$ cat config.mk
export PLATFORM = sky130hd
export DESIGN_NAME = swl_device_flat
export DESIGN_NICKNAME = d
export VERILOG_FILES = /design/src/pkg/swl_pkg.sv /design/src/pkg/swl_if.sv /design/src/rtl/swl_device.sv /design/src/flat_wrapper.sv
export VERILOG_INCLUDE_DIRS = /design/src /design/src/pkg
export SDC_FILE = /design/constraint.sdc
export NUM_CORES = 1
export LEC_CHECK = 0
export ABC_AREA = 1
export ABC_CLOCK_PERIOD_IN_PS = 2800
export BUFFER_PORTS_ARGS = -buffer_cell sky130_fd_sc_hd__buf_4
export CAP_MARGIN = 25
export CORE_MARGIN = 4
export CORE_UTILIZATION = 49
export DETAILED_ROUTE_END_ITERATION = 8
export HOLD_SLACK_MARGIN = 0.05
export PLACE_DENSITY = 0.67
export SYNTH_ARGS = -nofsm -noshare
export SYNTH_HDL_FRONTEND = slang
export SYNTH_SLANG_ARGS = --single-unit
$ cat constraint.sdc
create_clock -name clk -period 2.8 [get_ports clk]
set_input_delay 0.14 -clock clk [delete_from_list [all_inputs] [get_ports clk]]
set_output_delay 0.14 -clock clk [all_outputs]
set_load 0.05 [all_outputs]
$ cat src/pkg/swl_consts.svh
// Timing constants for the single-wire slot signalling link.
// Assumes a 20 MHz system clock on both ends.
// Function
// - Falling is active, rising is idle
// - Reset then presence starts every exchange
// - Slew-limited host lengthens reset low
// - Device waits, then drives presence low
// - Host samples presence at fixed time
// - One bit per time slot
// - Device slot timer starts on fall
// - Write-one released before max low time
// - Write-zero held past min low time
// - Host keeps low below input-low level
// - Host waits recovery before next slot
// - Read slot starts like write-one
// - Device drives zero, never drives one
// - Host samples inside read window
// - Host waits full slot after read
// - Longer recovery with several slaves
// - Hysteresis rejects shallow negative glitches
// - Overdrive speed only
// - Least significant bit first
// - Bus idles high between transactions
// - Host makes every falling edge but presence
`ifndef SWL_CONSTS_SVH
`define SWL_CONSTS_SVH

`define SWL_CLK_MHZ 20
// Times in ns, counts in 50 ns cycles
`define SWL_RESET_LOW_NS 48000
`define SWL_RESET_LOW_CYC (`SWL_RESET_LOW_NS * `SWL_CLK_MHZ / 1000)
`define SWL_RESET_DET_NS 16000
`define SWL_RESET_DET_CYC (`SWL_RESET_DET_NS * `SWL_CLK_MHZ / 1000)
`define SWL_PRES_WAIT_NS 2000
`define SWL_PRES_WAIT_CYC (`SWL_PRES_WAIT_NS * `SWL_CLK_MHZ / 1000)
`define SWL_PRES_LOW_NS 8000
`define SWL_PRES_LOW_CYC (`SWL_PRES_LOW_NS * `SWL_CLK_MHZ / 1000)
`define SWL_PRES_SAMP_NS 8500
`define SWL_PRES_SAMP_CYC (`SWL_PRES_SAMP_NS * `SWL_CLK_MHZ / 1000)
`define SWL_INIT_END_NS 48000
`define SWL_INIT_END_CYC (`SWL_INIT_END_NS * `SWL_CLK_MHZ / 1000)
`define SWL_W1L_NS 1000
`define SWL_W1L_CYC (`SWL_W1L_NS * `SWL_CLK_MHZ / 1000)
`define SWL_W0L_NS 8000
`define SWL_W0L_CYC (`SWL_W0L_NS * `SWL_CLK_MHZ / 1000)
`define SWL_WSAMP_NS 4000
`define SWL_WSAMP_CYC (`SWL_WSAMP_NS * `SWL_CLK_MHZ / 1000)
`define SWL_RL_NS 1000
`define SWL_RL_CYC (`SWL_RL_NS * `SWL_CLK_MHZ / 1000)
`define SWL_RHOLD_NS 3000
`define SWL_RHOLD_CYC (`SWL_RHOLD_NS * `SWL_CLK_MHZ / 1000)
`define SWL_MSR_NS 2000
`define SWL_MSR_CYC (`SWL_MSR_NS * `SWL_CLK_MHZ / 1000)
`define SWL_SLOT_NS 13000
`define SWL_SLOT_CYC (`SWL_SLOT_NS * `SWL_CLK_MHZ / 1000)
`define SWL_REC_NS 2000
`define SWL_REC_CYC (`SWL_REC_NS * `SWL_CLK_MHZ / 1000)
`define SWL_GLITCH_CYC 2
`define SWL_CNT_W 12

`endif

$ cat src/pkg/swl_pkg.sv
// Types shared by both ends of the single-wire link.
// Assumes swl_consts.svh sits on the include path.
`include "swl_consts.svh"
package swl_pkg;
    typedef enum logic [1:0] {
        SWL_OP_RESET,
        SWL_OP_WRITE,
        SWL_OP_READ
    } swl_op_t;
    typedef logic [`SWL_CNT_W-1:0] swl_cnt_t;
endpackage : swl_pkg

$ cat src/pkg/swl_if.sv
// Single open-drain wire joining host and device.
// Each end drives low only; the bench resolves the wire level.
`timescale 1ns/1ns
interface swl_if;
    logic line_in;
    logic host_oe;
    logic dev_oe;
    logic host_out;
    logic dev_out;
    modport host (input line_in, output host_oe, output host_out);
    modport dev (input line_in, output dev_oe, output dev_out);
endinterface : swl_if

$ cat src/rtl/swl_device.sv
// Device end: reset/presence detection, write sampling, read driving.
// Assumes swl_if line_in is the wired-AND of both pull-downs.
`timescale 1ns/1ns
`include "swl_consts.svh"
module swl_device #(
    parameter int RESET_DET_CYC = `SWL_RESET_DET_CYC,
    parameter int PRES_WAIT_CYC = `SWL_PRES_WAIT_CYC,
    parameter int PRES_LOW_CYC = `SWL_PRES_LOW_CYC
) (
    input wire logic clk,
    input wire logic rst_b,
    swl_if.dev wire_io,
    input wire logic tx_bit,
    output logic tx_take,
    output logic rx_valid,
    output logic rx_bit,
    output logic bus_reset,
    output logic presence_done
);
    import swl_pkg::*;

    typedef enum logic [2:0] {
        SWL_D_IDLE, SWL_D_LOW, SWL_D_PWAIT, SWL_D_PRES, SWL_D_REC
    } swl_dstate_t;

    // ==========================================================
    // Input synchroniser and hysteresis filter
    // ==========================================================
    logic sync1_q, sync2_q;
    logic line_q;
    logic [1:0] flt_q;
    always_ff @(posedge clk) begin
        sync1_q <= wire_io.line_in;
        sync2_q <= sync1_q;
    end
    // falling hysteresis: a short low dip is ignored
    wire flt_agree = (sync2_q == line_q);
    wire flt_done = (flt_q == 2'(`SWL_GLITCH_CYC - 1));
    always_ff @(posedge clk) begin
        if (!rst_b) begin
            line_q <= 1'b1;
            flt_q <= '0;
        end else if (flt_agree) begin
            flt_q <= '0;
        end else if (flt_done || line_q == 1'b0) begin
            // rise accepted at once, fall after filter
            line_q <= sync2_q;
            flt_q <= '0;
        end else begin
            flt_q <= flt_q + 2'h1;
        end
    end
    wire fall = line_q && !sync2_q && flt_done;
    wire rise = !line_q && sync2_q;

    // ==========================================================
    // Slot state machine
    // ==========================================================
    swl_dstate_t st_q, st_d;
    swl_cnt_t cnt_q, cnt_d;
    logic drive_q, drive_d;
    logic bit_q, bit_d;
    logic rxv_d, rxb_d, rxb_q, rxv_q, rst_d, rst_q, pd_d, pd_q, take_d;

    wire reset_seen = (st_q == SWL_D_LOW) &&
                      (cnt_q >= swl_cnt_t'(RESET_DET_CYC));
    wire samp_pt = (cnt_q == swl_cnt_t'(`SWL_WSAMP_CYC));
    wire samp_past = (cnt_q > swl_cnt_t'(`SWL_WSAMP_CYC));
    wire in_rec = (st_q == SWL_D_REC);

    always_comb begin
        st_d = st_q;
        cnt_d = cnt_q + 12'h001;
        drive_d = drive_q;
        bit_d = bit_q;
        rxv_d = 1'b0;
        rxb_d = rxb_q;
        rst_d = 1'b0;
        pd_d = 1'b0;
        take_d = 1'b0;
        case (st_q)
            SWL_D_IDLE, SWL_D_REC: begin
                // Keep timing a write-one slot up to its sample point
                cnt_d = (in_rec && !samp_past) ? cnt_q + 12'h001 : cnt_q;
                // write-one rises before the sample point
                if (in_rec && samp_pt && bit_q) begin
                    rxv_d = 1'b1;
                    rxb_d = line_q;
                end
                // host fall starts the slot timer
                if (fall) begin
                    st_d = SWL_D_LOW;
                    cnt_d = '0;
                    bit_d = tx_bit;
                    take_d = 1'b1;
                    drive_d = !tx_bit;
                end
            end
            SWL_D_LOW: begin
                // release when the slot timer reaches the read hold time
                if (cnt_q == swl_cnt_t'(`SWL_RHOLD_CYC)) begin
                    drive_d = 1'b0;
                end
                // one bit sampled per write slot
                if (samp_pt && bit_q) begin
                    rxv_d = 1'b1;
                    rxb_d = line_q;
                end
                if (reset_seen) begin
                    drive_d = 1'b0;
                    // Step once past the threshold so the pulse is single
                    cnt_d = (cnt_q == swl_cnt_t'(RESET_DET_CYC)) ?
                        cnt_q + 12'h001 : cnt_q;
                    rst_d = (cnt_q == swl_cnt_t'(RESET_DET_CYC));
                end
                if (rise) begin
                    cnt_d = reset_seen ? '0 : cnt_q + 12'h001;
                    drive_d = 1'b0;
                    st_d = reset_seen ? SWL_D_PWAIT : SWL_D_REC;
                end
            end
            SWL_D_PWAIT: begin
                if (cnt_q == swl_cnt_t'(PRES_WAIT_CYC - 1)) begin
                    st_d = SWL_D_PRES;
                    cnt_d = '0;
                    drive_d = 1'b1;
                end else if (fall) begin
                    st_d = SWL_D_LOW;
                    cnt_d = '0;
                end
            end
            SWL_D_PRES: begin
                if (cnt_q == swl_cnt_t'(PRES_LOW_CYC - 1)) begin
                    drive_d = 1'b0;
                    pd_d = 1'b1;
                    st_d = SWL_D_IDLE;
                    cnt_d = '0;
                end
            end
            default: begin
                st_d = SWL_D_IDLE;
                drive_d = 1'b0;
            end
        endcase
    end

    always_ff @(posedge clk) begin
        if (!rst_b) begin
            st_q <= SWL_D_IDLE;
            cnt_q <= '0;
            drive_q <= 1'b0;
            bit_q <= 1'b1;
            rxv_q <= 1'b0;
            rxb_q <= 1'b0;
            rst_q <= 1'b0;
            pd_q <= 1'b0;
        end else begin
            st_q <= st_d;
            cnt_q <= cnt_d;
            drive_q <= drive_d;
            bit_q <= bit_d;
            rxv_q <= rxv_d;
            rxb_q <= rxb_d;
            rst_q <= rst_d;
            pd_q <= pd_d;
        end
    end

    // Device pulls low while drive_q is set, for presence and read zero
    assign wire_io.dev_oe = drive_q;
    assign wire_io.dev_out = 1'b0;
    assign tx_take = take_d;
    assign rx_valid = rxv_q;
    assign rx_bit = rxb_q;
    assign bus_reset = rst_q;
    assign presence_done = pd_q;
endmodule : swl_device

$ cat src/flat_wrapper.sv
// flat-port wrapper written by rule: the top's interface ports become plain ports
module swl_device_flat import swl_pkg::*;
#(
    parameter int RESET_DET_CYC = `SWL_RESET_DET_CYC,
    parameter int PRES_WAIT_CYC = `SWL_PRES_WAIT_CYC,
    parameter int PRES_LOW_CYC = `SWL_PRES_LOW_CYC
)
  (clk, rst_b, tx_bit, tx_take, rx_valid, rx_bit, bus_reset, presence_done, wire_io_line_in, wire_io_dev_oe, wire_io_dev_out);
  swl_if wire_io_i ();
  input wire logic clk;
  input wire logic rst_b;
  input wire logic tx_bit;
  output logic tx_take;
  output logic rx_valid;
  output logic rx_bit;
  output logic bus_reset;
  output logic presence_done;
  input wire logic [$bits(wire_io_i.line_in)-1:0] wire_io_line_in;
  output wire logic [$bits(wire_io_i.dev_oe)-1:0] wire_io_dev_oe;
  output wire logic [$bits(wire_io_i.dev_out)-1:0] wire_io_dev_out;
  assign wire_io_i.line_in = wire_io_line_in;
  assign wire_io_dev_oe = wire_io_i.dev_oe;
  assign wire_io_dev_out = wire_io_i.dev_out;
  swl_device #(.RESET_DET_CYC(RESET_DET_CYC), .PRES_WAIT_CYC(PRES_WAIT_CYC), .PRES_LOW_CYC(PRES_LOW_CYC)) u_core (.clk(clk), .rst_b(rst_b), .wire_io(wire_io_i), .tx_bit(tx_bit), .tx_take(tx_take), .rx_valid(rx_valid), .rx_bit(rx_bit), .bus_reset(bus_reset), .presence_done(presence_done));
endmodule
==> flow_summary.toml <==
[drt]
post_drt_via_cell_ratio = 4.81
wire_per_inst_um = 10.6
drc = 0
vias = 1434
wirelength_um = 3160
drtAntennaViolNets = 0
drt_iter0_markers = 74
drt_pass1_iterations = 4

[timing]
slew_violations = 0
fin_skew_ns = 0.00141
setup_viol = 0
period_minus_slack_ns = 1.91
finalCritPeriodShare_pct = 68.4
whs_ns = 0.0810
setup_tns_ns = 0
max_freq_mhz = 522
fin_ws_ns = 0.885
rsz0062_at_grt = "false"
hold_violations = 0

[logic_synthesis]
syn_nets = 251
yosysWarnings = 0
yosys.area.top_type = "dfxtp_1"
async_flop_share_pct = 0
syn_area_mm2 = 0.00157
syn_area_per_cell_um2 = 6.50
synth_edf_count = 0
yosys-top-cells-area = "dfxtp_1 (33%), nand2_1 (12%), inv_1 (9.1%), nor2_1 (8.4%), nand3_1 (7.0%)"
synth_cells = 242
synth_top_area_share_pct = 33.1
synth-main-ff-cell = "dfxtp_1"
synth_cell_type_count = 28
synth-seq-cells = 26
seq_area_frac_synth_pct = 33.1

[critical_path]
worst-path-max-fanout = 8
rr_worst_depth = 10
r2r-end = "u_core.cnt_q[7]"
worstPathRequired_ns = 3.04
r2r_slack_ns = 0.89
critical_path_class = "flip-flop to flip-flop"
startpoint_type = "flip-flop"
r2r_start = "u_core.cnt_q[0]"
cp.arrival_ns = 2.16
crit_path_end_kind = "flip-flop"

[hold_path]
min_path_cells = 2
holdPathEnd = "u_core.line_q"
hold_start = "rst_b"
hp-class = "input port to flip-flop"

[run_status]
status = "finished, final reports clean"

[cts]
cts_setup_buffers = 0
h-tree-depth = 1
cts_tree = "built"
root_buffer = "clkbuf_4"
clkTransAtPathRegs_ns = 0.14
cts_buffers = 3
clk_latency_ns = 0.33
cts_num_sinks = 26
cts.path.max_buffers = 2

[layout]
instances_no_fill = 298
area_growth_pct = 11.0
layout.nets = 264
regMostFlops = "u_core.cnt_q"
top_regs = "u_core.cnt_q (12), u_core.st_q (3), u_core.flt_q (2)"
finish.instance_area_mm2 = 0.00175
largest_register_ffs = 12
final_core_util_pct = 57.2
drive_gt1_share_pct = 16.5
diodes = 0

[global_routing]
grt_pass1_wl_um = 5620
gr-total-overflow = 0
antenna_found_initial = 0
grtUsageTotal_pct = 16.7
grt_max_degree = 16
grt_pass1_vias = 1311

[power_and_ir_drop]
finalPower_mw = 0.754
leakage_nw = 0.769
cellPowerDensity_mw_per_mm2 = 432
peakVddDrop_mv = 0.231

[floorplan]
fp.dieArea_mm2 = 0.00418
row_count = 20
die_x_um = 64.7
start_util_pct = 51.5
fp.dieH_um = 64.7
coreArea_mm2 = 0.00305
ios = 11

[placement]
place_area_mm2 = 0.00167
globalplace.congestion = 0.892
dp.cells = 292
dp_slack_ns = 0.920
portBuffers = 9
post-dp-hpwl_um = 2490

[flow_run]
drv_cap = 0
synth_stat cells, types with 4 or more instances:
cell,n
ha_1,5
nor3_1,4
nor2_2,5
nand3_1,22
o21ai_1,4
a21oi_1,7
nand4_1,5
o21ai_0,8
inv_1,38
inv_2,8
nand2_2,5
nor2_1,35
dfxtp_1,26
nand2_1,51
routing by layer:
metal  global-route usage (%)  wire, µm  share of wire, %  vias up
met4                     5.54        44               1.4        0
met2                     26.4      1410                45       18
met1                     23.3      1630                52      633
met5                        0         0                 0        -
li1                         -         -                 -      779
met3                     2.08        68               2.2        4
cell type report:
| cell class | count | area (µm²) |
|---|---|---|
| Inverter | 46 | 173 |
| Clock inverter | 1 | 30.0 |
| Fill cell | 296 | 1310 |
| Tap cell | 44 | 55.1 |
| Multi-Input combinational cell | 167 | 857 |
| Sequential cell | 26 | 520 |
| Clock buffer | 3 | 22.5 |
| Timing Repair Buffer | 11 | 87.6 |
placed cells by master, fill, tap and decap left out, types with 3 or more instances in the layout:
master / netlist / final
ha_1: 5 / 5
nand3_1: 22 / 22
nand4_1: 5 / 5
o21ai_1: 4 / 4
nand2_1: 51 / 51
o21ai_0: 8 / 8
nor2_1: 35 / 35
nor2_2: 5 / 5
clkbuf_4: 0 / 3
a21oi_1: 7 / 7
nand2_4: 3 / 3
inv_2: 8 / 8
inv_1: 38 / 38
nand2_2: 5 / 5
dfxtp_1: 26 / 26
nor3_1: 4 / 4
buf_4: 1 / 9
o21ai_2: 3 / 3
power breakdown:
| group | internal (mW) | switching, mW | leakage [nW] |
|---|---|---|---|
| Clock | 0.145 | 0.119 | 0.0279 |
| Sequential | 0.381 | 0.00837 | 0.211 |
| Combinational | 0.0335 | 0.0674 | 0.530 |
worst max path at each step:
stage                               start         endpoint  slack (ns)  depth (start not counted)
after global placement    u_core.cnt_q[0]  u_core.cnt_q[3]        0.92                         10
after floorplan             u_core.line_q   u_core.st_q[0]        1.05                          5
final                     u_core.cnt_q[0]  u_core.cnt_q[7]        0.89                         10
after global routing      u_core.cnt_q[0]  u_core.cnt_q[2]        0.71                         10
after detailed placement  u_core.cnt_q[0]  u_core.cnt_q[7]        0.92                         10
after CTS                 u_core.cnt_q[0]  u_core.cnt_q[7]        0.89                         10
critical path, cell delays in order (launching register included):
cell and delay (ns):
dfxtp_1 0.43, ha_1 0.30, nand2_1 0.10, nor2_1 0.23
nand3_2 0.13, nand2_1 0.16, nand2_1 0.09, nor2_2 0.10
nand2_2 0.11, nand2_4 0.13, nor2_1 0.06
logic make-up after synthesis:
kind of cell	after synthesis	share of synthesized area (%)
fa+ha+maj	5	3.98
other cells	1	0.238
buf+inv	49	12.4
compound gates	26	9.63
flops	26	33.1
simple gates	135	40.7
repair_timing:
action	in CTS	in global routing
hold buffers	2	0
resized for setup	0	0
hold endpoints to repair	2	0
Power figures use the tool's default switching activity.
